## src/hw/sar_ctrl_pkg.sv

```systemverilog
// Package: register map, field layout, reset values and timing constants
package sar_ctrl_pkg;
  // Register byte offsets on the APB bus
  localparam logic [7:0] ADDR_SC1     = 8'h00;
  localparam logic [7:0] ADDR_SC2     = 8'h04;
  localparam logic [7:0] ADDR_RES_HI  = 8'h08;
  localparam logic [7:0] ADDR_RES_LO  = 8'h0c;
  localparam logic [7:0] ADDR_CV_HI   = 8'h10;
  localparam logic [7:0] ADDR_CV_LO   = 8'h14;
  localparam logic [7:0] ADDR_CFG     = 8'h18;
  localparam logic [7:0] ADDR_PC3     = 8'h1c;

  // status_control_1 fields
  localparam int SC1_DONE_BIT = 7;
  localparam int SC1_IEN_BIT  = 6;
  localparam int SC1_CONT_BIT = 5;
  localparam int CH_W         = 5;
  localparam logic [4:0] CH_ALL_ONES = 5'h1f;
  localparam logic [4:0] CH_RESET    = 5'h1f;

  // status_control_2 fields
  localparam int SC2_ACT_BIT  = 7;
  localparam int SC2_TRG_BIT  = 6;
  localparam int SC2_CFE_BIT  = 5;
  localparam int SC2_CFGT_BIT = 4;

  // configuration_reg fields
  localparam int CFG_LPC_BIT  = 7;
  localparam int CFG_DIV_LSB  = 5;
  localparam int CFG_LSMP_BIT = 4;
  localparam int CFG_MODE_LSB = 2;
  localparam int CFG_CLK_LSB  = 0;
  localparam logic [1:0] MODE_8   = 2'h0;
  localparam logic [1:0] MODE_10  = 2'h2;

  // clock_source_select encodings
  localparam logic [1:0] CLK_BUS      = 2'h0;
  localparam logic [1:0] CLK_BUS_HALF = 2'h1;
  localparam logic [1:0] CLK_ALT      = 2'h2;
  localparam logic [1:0] CLK_ASYNC    = 2'h3;

  // Sample lengths in converter clocks
  localparam logic [4:0] SAMPLE_SHORT = 5'h03;
  localparam logic [4:0] SAMPLE_LONG  = 5'h17;

  localparam logic [7:0] REG_ZERO     = 8'h00;
  localparam logic [7:0] PC3_RESET    = 8'h00;

  typedef enum logic [3:0] {
    ST_IDLE   = 4'b0001,
    ST_SAMPLE = 4'b0010,
    ST_CONV   = 4'b0100,
    ST_DONE   = 4'b1000
  } conv_state_t;
endpackage

```

## src/hw/sar_tick_if.sv

```systemverilog
// Interface: converter clock tick from divider to sequencer
`timescale 1ns/1ps
interface sar_tick_if;
  logic       run;
  logic [1:0] src;
  logic [1:0] div;
  logic       alt_tick;
  logic       async_tick;
  logic       tick;
  modport ctrl (output run, output src, output div, output alt_tick,
                output async_tick, input tick);
  modport gen  (input run, input src, input div, input alt_tick,
                input async_tick, output tick);
endinterface

```

## src/hw/sar_adc_ctrl.sv

```systemverilog
// Conversion control, APB registers and result handling
`timescale 1ns/1ps
// What this block does
// - Converter disabled during reset and, with software trigger, when channel select is all ones
// - Idle in lowest power after completion until a new start
// - Approximation yields 11 bits in 10-bit mode, 9 in 8-bit mode
// - 10-bit result spans high and low; 8-bit result in low only
// - Result transfer sets done flag and interrupt if enabled
// - Compare enable checks every result against compare value
// - Compare supports less-than and greater-or-equal with interrupt
// - Two-bit clock select picks four sources, then divided
// - Clock select resets to undivided bus clock
// - Halved bus clock with divider reaches divide by 16
// - Async clock keeps running in wait and stop3
// - High read without low read blocks new 10-bit results
// - Blocked transfer restarts, except single false-compare which ends
// - Writing control 1 aborts; in software-trigger mode it restarts unless channel all ones
// - Writing control 2, config or compare values aborts conversion
// - Reset, or stop without async clock, aborts conversion
// - Abort keeps last results; reset clears them
// - Async clock generator on only when converting with it selected
// - Sample short or long, then isolate and approximate
// - Pin control 3 bits 1,0 disable pin I/O for channels 17,16
// - Single, continuous and hardware-triggered conversion
module sar_adc_ctrl
(
  input  wire logic        CLK_I,
  input  wire logic        RESET_N_I,
  input  wire logic        PSEL_I,
  input  wire logic        PENABLE_I,
  input  wire logic        PWRITE_I,
  input  wire logic [7:0]  PADDR_I,
  input  wire logic [31:0] PWDATA_I,
  output logic      [31:0] PRDATA_O,
  output logic             PREADY_O,
  output logic             PSLVERR_O,
  input  wire logic        ALT_TICK_I,
  input  wire logic        ASYNC_TICK_I,
  input  wire logic        HW_TRIGGER_I,
  input  wire logic        STOP_I,
  input  wire logic        WAIT_I,
  input  wire logic        COMP_I,
  output logic      [4:0]  CHANNEL_O,
  output logic             SAMPLE_O,
  output logic      [10:0] DAC_CODE_O,
  output logic             ANALOG_EN_O,
  output logic             LOW_POWER_O,
  output logic             ASYNC_CLK_EN_O,
  output logic      [7:0]  PIN_DISABLE_O,
  output logic             IRQ_O
);
  sar_tick_if tk ();

  logic [7:0]  sc1_r;
  logic [7:0]  sc2_r;
  logic [7:0]  cfg_r;
  logic [7:0]  cvh_r;
  logic [7:0]  cvl_r;
  logic [7:0]  pc3_r;
  logic [7:0]  rh_r;
  logic [7:0]  rl_r;
  logic        hi_read_r;
  logic        trig_d_r;
  sar_ctrl_pkg::conv_state_t st_r;
  sar_ctrl_pkg::conv_state_t st_nxt;
  logic [4:0]  smp_cnt_r;
  logic [10:0] sar_r;
  logic [3:0]  bit_r;

  wire        acc     = PSEL_I & PENABLE_I;
  wire        wr      = acc & PWRITE_I;
  wire        rd      = acc & ~PWRITE_I;
  wire        wr_sc1  = wr & (PADDR_I == sar_ctrl_pkg::ADDR_SC1);
  wire        wr_sc2  = wr & (PADDR_I == sar_ctrl_pkg::ADDR_SC2);
  wire        wr_cfg  = wr & (PADDR_I == sar_ctrl_pkg::ADDR_CFG);
  wire        wr_cvh  = wr & (PADDR_I == sar_ctrl_pkg::ADDR_CV_HI);
  wire        wr_cvl  = wr & (PADDR_I == sar_ctrl_pkg::ADDR_CV_LO);
  wire        wr_pc3  = wr & (PADDR_I == sar_ctrl_pkg::ADDR_PC3);
  wire        rd_rh   = rd & (PADDR_I == sar_ctrl_pkg::ADDR_RES_HI);
  wire        rd_rl   = rd & (PADDR_I == sar_ctrl_pkg::ADDR_RES_LO);
  wire        mapped  = PADDR_I[1:0] == 2'h0 && PADDR_I <= sar_ctrl_pkg::ADDR_PC3;

  wire [4:0]  ch      = sc1_r[sar_ctrl_pkg::CH_W-1:0];
  wire        ch_off  = ch == sar_ctrl_pkg::CH_ALL_ONES;
  wire        cont    = sc1_r[sar_ctrl_pkg::SC1_CONT_BIT];
  wire        hw_trg  = sc2_r[sar_ctrl_pkg::SC2_TRG_BIT];
  wire        cmp_en  = sc2_r[sar_ctrl_pkg::SC2_CFE_BIT];
  wire        cmp_ge  = sc2_r[sar_ctrl_pkg::SC2_CFGT_BIT];
  wire [1:0]  mode    = cfg_r[sar_ctrl_pkg::CFG_MODE_LSB +: 2];
  wire        ten     = mode == sar_ctrl_pkg::MODE_10;
  wire [1:0]  clk_src = cfg_r[sar_ctrl_pkg::CFG_CLK_LSB +: 2];
  wire        async_s = clk_src == sar_ctrl_pkg::CLK_ASYNC;

  // Abort on mode change or stop without the async clock
  wire        mode_ab = wr_sc2 | wr_cfg | wr_cvh | wr_cvl;
  wire        stop_ab = STOP_I & ~async_s;
  wire        abort   = wr_sc1 | mode_ab | stop_ab;
  wire        trg_edg = HW_TRIGGER_I & ~trig_d_r;
  // Software start is a control 1 write; hardware start is a trigger edge
  wire        start   = hw_trg ? (trg_edg & ~stop_ab)
                               : (wr_sc1 & PWDATA_I[4:0] != sar_ctrl_pkg::CH_ALL_ONES);

  wire [10:0] try_bit = 11'(11'h001 << bit_r);
  wire [10:0] sar_nx  = COMP_I ? sar_r : 11'(sar_r & ~try_bit);
  // Round the decided value: the last trial bit is judged in this cycle
  // Round: add extra bit then drop it, saturating at full scale
  wire [3:0]  nbits   = ten ? 4'hb : 4'h9;
  wire [11:0] sum10   = {1'b0, sar_nx} + 12'h001;
  wire [9:0]  res10   = sum10[11] ? 10'h3ff : sum10[10:1];
  wire [9:0]  sum8    = {1'b0, sar_nx[8:0]} + 10'h001;
  wire [7:0]  res8    = sum8[9] ? 8'hff : sum8[8:1];
  wire [9:0]  result  = ten ? res10 : {2'h0, res8};
  wire [9:0]  cmpval  = ten ? {cvh_r[1:0], cvl_r} : {2'h0, cvl_r};
  // Compare: less-than or greater-or-equal
  wire        cmp_ok  = ~cmp_en | (cmp_ge ? result >= cmpval : result < cmpval);
  wire        blocked = ten & hi_read_r;
  wire        last_bit= tk.tick & st_r == sar_ctrl_pkg::ST_CONV && bit_r == 4'h0;
  wire        xfer    = last_bit & cmp_ok & ~blocked;
  // Blocked result relaunches, except a failing single compare
  wire        relaunch= last_bit & ((blocked & ~(~cont & cmp_en & ~cmp_ok))
                                    | (cont & ~blocked));
  wire        smp_end = smp_cnt_r == 5'h00;
  wire        step    = tk.tick && st_r == sar_ctrl_pkg::ST_CONV
                        && bit_r != 4'h0;
  // Code pin and sar_r share one next value, so the comparator never
  // judges a stale trial code
  wire [10:0] sar_nxt =
    (st_r == sar_ctrl_pkg::ST_SAMPLE) ? 11'(11'h001 << (nbits - 4'h1)) :
    step     ? (sar_nx | 11'(11'h001 << (bit_r - 4'h1))) :
    last_bit ? sar_nx : sar_r;

  assign tk.run        = st_r == sar_ctrl_pkg::ST_SAMPLE || st_r == sar_ctrl_pkg::ST_CONV;
  assign tk.src        = clk_src;
  assign tk.div        = cfg_r[sar_ctrl_pkg::CFG_DIV_LSB +: 2];
  assign tk.alt_tick   = ALT_TICK_I;
  assign tk.async_tick = ASYNC_TICK_I;

  sar_clk_div u_div
  (
    .CLK_I     (CLK_I),
    .RESET_N_I (RESET_N_I),
    .t         (tk)
  );

  always_comb
  begin
    st_nxt = st_r;
    case (st_r)
      sar_ctrl_pkg::ST_IDLE:
        if (start)
          st_nxt = sar_ctrl_pkg::ST_SAMPLE;
      sar_ctrl_pkg::ST_SAMPLE:
        if (tk.tick && smp_end)
          st_nxt = sar_ctrl_pkg::ST_CONV;
      sar_ctrl_pkg::ST_CONV:
        if (last_bit)
          st_nxt = relaunch ? sar_ctrl_pkg::ST_SAMPLE : sar_ctrl_pkg::ST_DONE;
      sar_ctrl_pkg::ST_DONE:
        st_nxt = sar_ctrl_pkg::ST_IDLE;
      default:
        st_nxt = sar_ctrl_pkg::ST_IDLE;
    endcase
    if (abort)
      st_nxt = start ? sar_ctrl_pkg::ST_SAMPLE : sar_ctrl_pkg::ST_IDLE;
    else if (st_nxt == sar_ctrl_pkg::ST_IDLE && start)
      st_nxt = sar_ctrl_pkg::ST_SAMPLE;
  end

  // Sequencer
  always_ff @(posedge CLK_I or negedge RESET_N_I)
  begin
    if (!RESET_N_I)
    begin
      st_r      <= sar_ctrl_pkg::ST_IDLE;
      smp_cnt_r <= sar_ctrl_pkg::SAMPLE_SHORT;
      sar_r     <= 11'h000;
      bit_r     <= 4'h0;
      trig_d_r  <= 1'b0;
    end
    else
    begin
      st_r     <= st_nxt;
      trig_d_r <= HW_TRIGGER_I;
      if (st_nxt == sar_ctrl_pkg::ST_SAMPLE && st_r != sar_ctrl_pkg::ST_SAMPLE)
        smp_cnt_r <= cfg_r[sar_ctrl_pkg::CFG_LSMP_BIT] ?
                     sar_ctrl_pkg::SAMPLE_LONG : sar_ctrl_pkg::SAMPLE_SHORT;
      else if (tk.tick && !smp_end)
        smp_cnt_r <= 5'(smp_cnt_r - 5'h01);
      sar_r <= sar_nxt;
      if (st_r == sar_ctrl_pkg::ST_SAMPLE)
        bit_r <= 4'(nbits - 4'h1);
      else if (step)
        bit_r <= 4'(bit_r - 4'h1);
    end
  end

  // Software-written registers
  always_ff @(posedge CLK_I or negedge RESET_N_I)
  begin
    if (!RESET_N_I)
    begin
      sc1_r <= {3'h0, sar_ctrl_pkg::CH_RESET};
      sc2_r <= sar_ctrl_pkg::REG_ZERO;
      cfg_r <= sar_ctrl_pkg::REG_ZERO;
      cvh_r <= sar_ctrl_pkg::REG_ZERO;
      cvl_r <= sar_ctrl_pkg::REG_ZERO;
      pc3_r <= sar_ctrl_pkg::PC3_RESET;
    end
    else
    begin
      // Done flag: set wins over the clear that a control 1 write makes
      if (wr_sc1)
        sc1_r <= {1'b0, PWDATA_I[6:0]};
      if (xfer)
        sc1_r[sar_ctrl_pkg::SC1_DONE_BIT] <= 1'b1;
      if (wr_sc2)
        sc2_r <= {2'h0, PWDATA_I[5:4], 4'h0} | {1'b0, PWDATA_I[6], 6'h00};
      if (wr_cfg)
        cfg_r <= PWDATA_I[7:0];
      if (wr_cvh)
        cvh_r <= {6'h00, PWDATA_I[1:0]};
      if (wr_cvl)
        cvl_r <= PWDATA_I[7:0];
      if (wr_pc3)
        pc3_r <= PWDATA_I[7:0];
    end
  end

  // Result registers keep the last good value across aborts
  always_ff @(posedge CLK_I or negedge RESET_N_I)
  begin
    if (!RESET_N_I)
    begin
      rh_r      <= sar_ctrl_pkg::REG_ZERO;
      rl_r      <= sar_ctrl_pkg::REG_ZERO;
      hi_read_r <= 1'b0;
    end
    else
    begin
      if (xfer)
      begin
        rh_r <= ten ? {6'h00, result[9:8]} : sar_ctrl_pkg::REG_ZERO;
        rl_r <= result[7:0];
      end
      if (rd_rl || !ten)
        hi_read_r <= 1'b0;
      else if (rd_rh)
        hi_read_r <= 1'b1;
    end
  end

  // APB answers in the access cycle; outputs registered
  wire [7:0] rdata =
    (PADDR_I == sar_ctrl_pkg::ADDR_SC1)    ? sc1_r :
    (PADDR_I == sar_ctrl_pkg::ADDR_SC2)    ?
      (sc2_r | {tk.run, 7'h00}) :
    (PADDR_I == sar_ctrl_pkg::ADDR_RES_HI) ? rh_r :
    (PADDR_I == sar_ctrl_pkg::ADDR_RES_LO) ? rl_r :
    (PADDR_I == sar_ctrl_pkg::ADDR_CV_HI)  ? cvh_r :
    (PADDR_I == sar_ctrl_pkg::ADDR_CV_LO)  ? cvl_r :
    (PADDR_I == sar_ctrl_pkg::ADDR_CFG)    ? cfg_r :
    (PADDR_I == sar_ctrl_pkg::ADDR_PC3)    ? pc3_r : sar_ctrl_pkg::REG_ZERO;

  always_ff @(posedge CLK_I or negedge RESET_N_I)
  begin
    if (!RESET_N_I)
    begin
      PRDATA_O       <= 32'h0000_0000;
      PREADY_O       <= 1'b0;
      PSLVERR_O      <= 1'b0;
      CHANNEL_O      <= sar_ctrl_pkg::CH_RESET;
      SAMPLE_O       <= 1'b0;
      DAC_CODE_O     <= 11'h000;
      ANALOG_EN_O    <= 1'b0;
      LOW_POWER_O    <= 1'b0;
      ASYNC_CLK_EN_O <= 1'b0;
      PIN_DISABLE_O  <= sar_ctrl_pkg::PC3_RESET;
      IRQ_O          <= 1'b0;
    end
    else
    begin
      PREADY_O       <= PSEL_I & ~PENABLE_I;
      PSLVERR_O      <= PSEL_I & ~PENABLE_I & ~mapped;
      PRDATA_O       <= {24'h000000, rdata};
      CHANNEL_O      <= ch;
      SAMPLE_O       <= st_nxt == sar_ctrl_pkg::ST_SAMPLE;
      DAC_CODE_O     <= sar_nxt;
      // Analog core powered only while converting
      ANALOG_EN_O    <= tk.run & ~ch_off;
      LOW_POWER_O    <= cfg_r[sar_ctrl_pkg::CFG_LPC_BIT];
      // Async clock on only while converting with it selected; wait and
      // stop do not gate it, which lets conversions run there
      ASYNC_CLK_EN_O <= async_s & tk.run;
      PIN_DISABLE_O  <= pc3_r;
      IRQ_O          <= sc1_r[sar_ctrl_pkg::SC1_DONE_BIT] &
                        sc1_r[sar_ctrl_pkg::SC1_IEN_BIT];
    end
  end

  a_abort_idles: assert property (@(posedge CLK_I) disable iff (!RESET_N_I)
    (mode_ab && !start) |=> st_r == sar_ctrl_pkg::ST_IDLE)
    else $error("mode change did not abort");
  a_block_keeps: assert property (@(posedge CLK_I) disable iff (!RESET_N_I)
    (last_bit && blocked) |=> $stable(rl_r) && $stable(rh_r))
    else $error("blocked result overwrote registers");
  a_done_sets: assert property (@(posedge CLK_I) disable iff (!RESET_N_I)
    xfer |=> sc1_r[sar_ctrl_pkg::SC1_DONE_BIT])
    else $error("done flag not set on transfer");
  a_irq_follows: assert property (@(posedge CLK_I) disable iff (!RESET_N_I)
    (xfer && sc1_r[sar_ctrl_pkg::SC1_IEN_BIT] && !wr_sc1) |=> ##1 IRQ_O)
    else $error("interrupt missing");
  a_async_gate: assert property (@(posedge CLK_I) disable iff (!RESET_N_I)
    ASYNC_CLK_EN_O |-> $past(async_s) && $past(tk.run))
    else $error("async clock on without conversion");
  a_eight_low: assert property (@(posedge CLK_I) disable iff (!RESET_N_I)
    (xfer && !ten) |=> rh_r == sar_ctrl_pkg::REG_ZERO)
    else $error("8-bit result leaked to high register");
  a_cmp_gate: assert property (@(posedge CLK_I) disable iff (!RESET_N_I)
    (last_bit && cmp_en && !cmp_ok) |=> $stable(rl_r))
    else $error("failed compare stored result");
  a_off_idle: assert property (@(posedge CLK_I) disable iff (!RESET_N_I)
    (st_r == sar_ctrl_pkg::ST_IDLE && ch_off && !hw_trg) |=>
      st_r == sar_ctrl_pkg::ST_IDLE || $past(wr_sc1))
    else $error("disabled converter started");
endmodule // sar_adc_ctrl

```

## src/hw/sar_clk_div.sv

```systemverilog
// Converter clock enable: source select and divide
`timescale 1ns/1ps
module sar_clk_div
(
  input  wire logic CLK_I,
  input  wire logic RESET_N_I,
  sar_tick_if.gen   t
);
  logic [4:0] cnt_r;
  logic       half_r;
  wire        src_ev;
  wire  [4:0] limit;

  assign src_ev = (t.src == sar_ctrl_pkg::CLK_BUS)      ? 1'b1 :
                  (t.src == sar_ctrl_pkg::CLK_BUS_HALF) ? half_r :
                  (t.src == sar_ctrl_pkg::CLK_ALT)      ? t.alt_tick :
                  t.async_tick;
  // Ratio 1,2,4,8; with the halved bus clock this reaches 16
  assign limit = 5'((5'h01 << t.div) - 5'h01);

  always_ff @(posedge CLK_I or negedge RESET_N_I)
  begin
    if (!RESET_N_I)
    begin
      cnt_r  <= 5'h00;
      half_r <= 1'b0;
      t.tick <= 1'b0;
    end
    else
    begin
      half_r <= ~half_r & t.run;
      t.tick <= 1'b0;
      if (!t.run)
        cnt_r <= 5'h00;
      else if (src_ev)
      begin
        if (cnt_r >= limit)
        begin
          cnt_r  <= 5'h00;
          t.tick <= 1'b1;
        end
        else
          cnt_r <= 5'(cnt_r + 5'h01);
      end
    end
  end
endmodule // sar_clk_div

```

## config.mk

```make
export PLATFORM = sky130hd
export DESIGN_NAME = sar_adc_ctrl
export DESIGN_NICKNAME = d
export VERILOG_FILES = /design/src/hw/sar_ctrl_pkg.sv /design/src/hw/sar_tick_if.sv /design/src/hw/sar_adc_ctrl.sv /design/src/hw/sar_clk_div.sv
export SDC_FILE = /design/constraint.sdc
export NUM_CORES = 1
export LEC_CHECK = 0
export BUFFER_PORTS_ARGS = -buffer_cell sky130_fd_sc_hd__buf_2
export CAP_MARGIN = 40
export CORE_MARGIN = 2
export CORE_UTILIZATION = 55
export DETAILED_ROUTE_END_ITERATION = 16
export PLACE_DENSITY = 0.9
export SYNTH_ARGS = -nofsm -noshare
export SYNTH_HDL_FRONTEND = slang
export SYNTH_HIERARCHICAL = 1
export SYNTH_SLANG_ARGS = --single-unit
```

## constraint.sdc

```tcl
create_clock -name CLK_I -period 6.3 [get_ports CLK_I]
set_input_delay 0 -clock CLK_I [delete_from_list [all_inputs] [get_ports CLK_I]]
set_output_delay 0 -clock CLK_I [all_outputs]
set_load 0.05 [all_outputs]
```

# Yosys cells after proc, flatten, opt, wreduce, memory -nomap -nowiden

Index checks and enable logic that the tools add are counted.

Memories kept: 0
Word-level logic and storage cells: 187
Register bits after elaboration: 119
Output and inout port bits: 63
Latch bits: 0
Bits in read-only memories: 0
Input port bits: 51
Bits in writable memories: 0

Divide/modulo/power cells: 0
Multiplexer cells: 46
$mul: 0
Add/subtract/negate cells: 7
Bitwise logic cells: 55
Equality and inequality tests: 20
Order comparisons: 4
Shifts and indexed selects: 4
Reductions and logical operators: 23

Operator list:

| operator              | number |
|---|---|
| $mux 8                | 10 |
| $mux 11               | 4 |
| $shl 1x4->11 const A  | 3 |
| $eq 8x5->1 const B    | 4 |
| $mux 4                | 8 |
| $and 1x1->1           | 30 |
| $mux 10               | 3 |
| $mux 5                | 6 |
| $eq 8x4->1 const B    | 2 |
| $not 1->1             | 13 |
| $add 11x1->12 const B | 1 |
| $pmux 4 s3            | 1 |
| $and 11x11->11        | 1 |
| $mux 1                | 11 |
| $not 11->11           | 1 |
| $or 11x11->11         | 1 |
| $add 9x1->10 const B  | 1 |
| $ge 10x10->1          | 1 |
| $lt 10x10->1          | 1 |
| $sub 5x1->5 const B   | 2 |
| $eq 4x1->1 const B    | 2 |
| $eq 4x2->1 const B    | 2 |
| $eq 8x3->1 const B    | 1 |
| $le 8x5->1 const B    | 1 |
| 25 further kinds      | 49 |

# Logic depth before layout (Yosys ltp)

Depth after elaboration: 26
Depth in mapped cells: 17
Gate-level depth less buffers: 16

# By module

Netlist, hierarchy kept.

By module, submodules not included:

| module       | area an instance (um2) | cells each | times used | sequential area each (um2) |
|---|---|---|---|---|
| sar_adc_ctrl | 5203.7                 | 481        | 1          | 2543.7 |
| sar_clk_div  | 416.6                  | 42         | 1          | 175.2 |

# Worst setup path before layout

No wires, ideal clock.

Kind: register -> register
Start point: register bit_r[1]
End point: register rh_r[0]
Setup time: 0.125 ns
Period minus slack after synthesis: 4.437 ns
Data required time: 6.175 ns
Stages on the path, launching flop included: 18
Arrival: 4.312 ns
Slack: 1.863 ns
Path buffers: 1
Cell sequence: dfrtp_1 -> inv_1 -> ha_1 -> or4b_2 -> and2_1 -> ha_1 -> inv_1 -> nor4_1 -> and4b_1 -> a211oi_1 -> ha_1 -> nand4_1 -> a211oi_1 -> a2111oi_1 -> mux2i_1 -> a211oi_1 -> buf_4 -> mux2_2

Longest elaborated chain between the ends: 12
Elaborated cells between the ends (all ways): 18
Classes of those cells: add/sub (2); order compare (2); shift (1); mux (6); bitwise (5); reduce/logical (2)

Ends and longest elaborated chain:

| element                                              | line                                     | text |
|---|---|---|
| from (decl)                                          | sar_adc_ctrl.sv:68                       | `logic [3:0] bit_r;` |
| from (signal assigned)                               | sar_adc_ctrl.sv:191                      | `bit_r <= 4'(nbits - 4'h1);` |
| from (signal assigned)                               | sar_adc_ctrl.sv:193                      | `bit_r <= 4'(bit_r - 4'h1);` |
| $shl 1x4->11                                         | sar_adc_ctrl.sv:103                      | `wire [10:0] try_bit = 11'(11'h001 << bit_r);` |
| $not 11->11                                          | sar_adc_ctrl.sv:104                      | `wire [10:0] sar_nx = COMP_I ? sar_r : 11'(sar_r & ~try_bit);` |
| $and 11x11->11                                       | sar_adc_ctrl.sv:104                      |  |
| $mux 11                                              | sar_adc_ctrl.sv:104                      |  |
| $add 11x1->12 / $add 9x1->10 (equally long branches) | sar_adc_ctrl.sv:108, sar_adc_ctrl.sv:110 |  |
| $mux 10 / $mux 8 (equally long branches)             | sar_adc_ctrl.sv:109, sar_adc_ctrl.sv:111 |  |
| $mux 10                                              | sar_adc_ctrl.sv:112                      | `wire [9:0] result = ten ? res10 : {2'h0, res8};` |
| $lt 10x10->1 / $ge 10x10->1 (equally long branches)  | sar_adc_ctrl.sv:115                      | `wire cmp_ok = ~cmp_en \| (cmp_ge ? result >= cmpval : result < cmpval);` |
| $mux 1                                               | sar_adc_ctrl.sv:115                      |  |
| $or 1x1->1                                           | sar_adc_ctrl.sv:115                      |  |
| $and 1x1->1 (2 in a row)                             | sar_adc_ctrl.sv:118                      | `wire xfer = last_bit & cmp_ok & ~blocked;` |
| to (signal assigned)                                 | sar_adc_ctrl.sv:234                      | `rh_r <= sar_ctrl_pkg::REG_ZERO;` |
| to (signal assigned)                                 | sar_adc_ctrl.sv:242                      | `rh_r <= ten ? {6'h00, result[9:8]} : sar_ctrl_pkg::REG_ZERO;` |
| to (decl)                                            | sar_adc_ctrl.sv:60                       | `logic [7:0] rh_r;` |

Several ways; a longest one is shown, not always the timed one.
A chain may end at the register's enable or synchronous reset.

# Worst setup path in the final report

Start point: register bit_r[0]
End point: register rl_r[1]

Longest elaborated chain between the ends: 12
Elaborated cells between the ends (all ways): 17
Classes of those cells: add/sub (2); order compare (2); shift (1); mux (5); bitwise (5); reduce/logical (2)

Ends and longest elaborated chain:

| element                                              | line                                     | text |
|---|---|---|
| $shl 1x4->11                                         | sar_adc_ctrl.sv:103                      |  |
| $not 11->11                                          | sar_adc_ctrl.sv:104                      |  |
| $and 11x11->11                                       | sar_adc_ctrl.sv:104                      |  |
| $mux 11                                              | sar_adc_ctrl.sv:104                      |  |
| $add 11x1->12 / $add 9x1->10 (equally long branches) | sar_adc_ctrl.sv:108, sar_adc_ctrl.sv:110 |  |
| $mux 10 / $mux 8 (equally long branches)             | sar_adc_ctrl.sv:109, sar_adc_ctrl.sv:111 |  |
| $mux 10                                              | sar_adc_ctrl.sv:112                      |  |
| $lt 10x10->1 / $ge 10x10->1 (equally long branches)  | sar_adc_ctrl.sv:115                      |  |
| $mux 1                                               | sar_adc_ctrl.sv:115                      |  |
| $or 1x1->1                                           | sar_adc_ctrl.sv:115                      |  |
| $and 1x1->1 (2 in a row)                             | sar_adc_ctrl.sv:118                      |  |
| to (signal assigned)                                 | sar_adc_ctrl.sv:235                      | `rl_r <= sar_ctrl_pkg::REG_ZERO;` |
| to (signal assigned)                                 | sar_adc_ctrl.sv:243                      | `rl_r <= result[7:0];` |
| to (decl)                                            | sar_adc_ctrl.sv:61                       | `logic [7:0] rl_r;` |

Several ways; a longest one is shown, not always the timed one.

==> flow_summary_export.csv <==
group,metric,value,unit
power_and_ir_drop,ir_drop,0.09935,mV
global_route,antenna_found_initial,0,
placed_design,gp_congestion,0.9255,
sta,rsz0062_at_grt,"false",
clock_network,h-tree-depth,3,
final_layout,fillers,759,
yosys,ys_warn_count,6,
clock_network,clk_pin_slew,0.10,ns
placed_design,dp_cells,715,
floorplan,io_pins,114,
critical_path,cp_slowest_cell,"nor4_1",
hold_path,hold_depth,3,
yosys,synth_edf_count,0,
sta,period_needed,5.268,ns
sta,setup_violations,0,
critical_path,worstSetupStartpoint,"bit_r[0]",
sta,tightest_slew,0.8024,ns
global_route,grt_pass1_vias,4379,
placed_design,hpwlAfterDp,9.692,mm
critical_path,crit_chain,"inv_1, ha_1, nand2b_1, o21a_1, ha_1, inv_1, nor4_1, a31oi_1, a211oi_1, ha_1, nand4_1, a211oi_1, a2111oi_1, mux2i_1, a211oi_1, buf_4, mux2_2",
sta,fin_crit_sh,83.61,%
final_layout,final_common_cell,"dfrtp_1",
final_layout,drive_above_1_share,26.07,%
critical_path,critPathKind,"flop to flop",
power_and_ir_drop,p_leak,3.058,nW
critical_path,slowest_delay,0.71,ns
global_route,grtUsageMet3,3.119,%
yosys,yosys.cell_types.count,60,
flow_run,cap_violations,0,
placed_design,io_buffers,64,
final_layout,fin_nets,677,
critical_path,critPathLaunchType,"flop",
power_and_ir_drop,switching_share,25.75,%
global_route,grt_pass1_wl,21.70,mm
critical_path,crit_required,6.57,ns
final_layout,num_antenna_cells,0,
sta,worst_clock_skew,0.01253,ns
final_layout,multi_input_area,2683,um2
yosys,synthCells,523,
clock_network,cts_tree,"built",
power_and_ir_drop,combPwrFrac,8.8,%
clock_network,cts_sinks,108,
power_and_ir_drop,power.switching,0.3249,mW
critical_path,r2r-end,"rl_r[1]",
power_and_ir_drop,clock_power_share,35.3,%
floorplan,dieWidth,105.1,um
sta,layout_setup_ws,1.032,ns
yosys,synthArstFlopShare,100.0,%
critical_path,r2r_start,"bit_r[0]",
yosys,syn-cell-area,5620,um2
route,firstDrtPassIters,8,
global_route,grt_use_met1,33.05,%
yosys,yosysSeqAreaShare,48.37,%
route,drtAntennaViolNets,0,
sta,max_freq,0.1898,GHz
final_layout,fin_cells,743,
clock_network,ctsHoldBuffers,12,
floorplan,coreArea,9864,um2
floorplan,dieArea,11040,um2
global_route,use_met2,40.68,%
floorplan,num_rows,36,
placed_design,place_ws,1.176,ns
clock_network,cts_buffer_depth,2,
sta,slew_violations,0,
critical_path,reg2reg_depth,17,
yosys,synth_flop_cell,"dfrtp_1",
route,wl_per_cell,17.94,um
critical_path,crit_arrival,5.54,ns
power_and_ir_drop,p_int,0.9367,mW
route,wl,13.33,mm
sta,slew_headroom,46.01,%
floorplan,initial_core_util,56.98,%
yosys,synth_area_per_cell,10.75,um2
hold_path,hold_end,"PSLVERR_O",
final_layout,syn2layout_area_growth,12.93,%
global_route,grt_max_degree,58,
outcome,status,"finished clean",
route,post_drt_via_cell_ratio,6.040,
critical_path,rrSetupSlack,1.03,ns
hold_path,min_path_type,"input port to flop",
final_layout,most-common-layout-cells,"95 x dfrtp_1, 65 x buf_2, 46 x mux2_2, 43 x nand2_1, 27 x o21ai_0",
global_route,grtUsageTotal,24.87,%
clock_network,numCtsBuffers,9,
clock_network,clock_latency,0.38,ns
clock_network,cts_setup_buffers,0,
yosys,synth_largest_area_cell,"dfrtp_1",
power_and_ir_drop,p_per_area,198.7,nW/um2
global_route,top_usage_layer,"met2",
yosys,synth_top_area_share,42.30,%
final_layout,regArea,2719,um2
yosys,synth_seq_cells,108,
hold_path,holdCritStartpoint,"PADDR_I[6]",
yosys,ys_top_cells_by_area,"dfrtp_1 42%, mux2_2 9.2%, dfstp_2 6.1%",
route,drtIter0Drc,379,
floorplan,fp.dieH,105.1,um
clock_network,cts-root-buf,"clkbuf_8",
clock_network,ctsResizeCount,0,
global_route,grt_overflow,0,
sta,finalHoldViolCount,0,
route,drc_errors,0,
power_and_ir_drop,p_seq_share,55.9,%
sta,tns,0,ns
route,dr_total_vias,4488,
critical_path,cp_max_fo,10,
critical_path,crit_path_end_kind,"flop",
[worst max-delay path: cells and delay by family, from the launching register on]
| kind | cells | cell delay [ns] |
|---|---|---|
| flip-flops | 1 | 0.48 |
| multiplexers | 2 | 0.52 |
| AND/OR/NAND/NOR | 3 | 1.12 |
| buffers and inverters | 3 | 0.46 |
| AO/OA/AOI/OAI | 6 | 1.76 |
| adder cells (fa/ha/maj) | 3 | 0.82 |
[sequential cells by signal, summed over array words and instances, names as in the netlist, 2 cells and up]
register,flops
sc1_r,8
rh_r,2
pc3_r,8
smp_cnt_r,5
PRDATA_O,8
CHANNEL_O,5
rl_r,8
bit_r,4
u_div/cnt_r,5
cvh_r,2
cvl_r,8
DAC_CODE_O,11
st_r,4
PIN_DISABLE_O,8
cfg_r,8
sc2_r,3
[synthesized netlist by cell type (7+ instances only)]
library cell and instances:
dfrtp_1 95, mux2_2 46, nand2_1 43, o21ai_0 27, buf_4 25, a21oi_1 22
inv_1 22, nor2_1 22, ha_1 21, nand3_1 20, dfstp_2 13, nor3_1 11
mux2i_1 10, a21boi_0 9, a31oi_1 9, a22oi_1 8, and3_1 8, clkbuf_1 8
nand2b_1 8, nor4_1 7, xnor2_1 7
[cell families (layout without fill, tap and decap cells)]
group | Yosys count | in the layout | share of synthesized area [%]
simple gates | 157 | 157 | 15.05
fa+ha+maj | 21 | 21 | 4.675
flops | 108 | 108 | 48.37
buf+inv | 56 | 120 | 5.432
other cells | 1 | 24 | 0.06672
xor+xnor | 8 | 8 | 1.247
mux | 57 | 57 | 11.26
compound gates | 115 | 115 | 13.89
[how the worst max path moves through the flow]
stage              end  slack, ns
6_report       rl_r[1]       1.03
5_1_grt        rh_r[1]       0.55
3_5_place_dp   rl_r[5]       1.18
2_1_floorplan  rh_r[0]       1.86
3_3_place_gp   rl_r[5]       1.33
4_1_cts        rl_r[1]       1.13
[final cells by class]
cell class | count | area share (%)
clock inverters | 4 | 0.8673
flip-flops and latches | 108 | 42.83
repair buffers | 82 | 7.668
multi-input cells | 382 | 42.26
well taps | 133 | 2.622
clock buffers | 12 | 2.444
inverters | 22 | 1.301
[stage by stage]
stage / util [%] / total power [mW] / area, um2 / hold slack (ns)
after floorplan: - / 0.7963 / 5707 / -0.2956
after global placement: 60.71 / 0.8190 / 5988 / 0.05069
final: 64.35 / 1.262 / 6347 / 0.02119
after global routing: 64.35 / 1.303 / 6347 / 0.04276
after CTS: 64.35 / 1.264 / 6347 / 0.03077
after detailed placement: 61.00 / 0.8230 / 6017 / 0.06635
[power by group through the flow]
stage | combinational [mW] | sequential (mW) | clock, mW
3_5_place_dp | 0.105 | 0.718 | 0
6_report | 0.111 | 0.705 | 0.445
5_1_grt | 0.121 | 0.706 | 0.476
4_1_cts | 0.111 | 0.705 | 0.448
2_1_floorplan | 0.0710 | 0.725 | 0
3_3_place_gp | 0.101 | 0.718 | 0
[per-layer routing]
layer / routed length, um / part of all wire (%) / vias up
met5: 0 / 0 / -
met1: 5523 / 41 / 2217
li1: - / - / 2028
met2: 6493 / 49 / 208
met3: 893 / 6.7 / 35
met4: 420 / 3.2 / 0
Power figures use the tool's default switching activity.
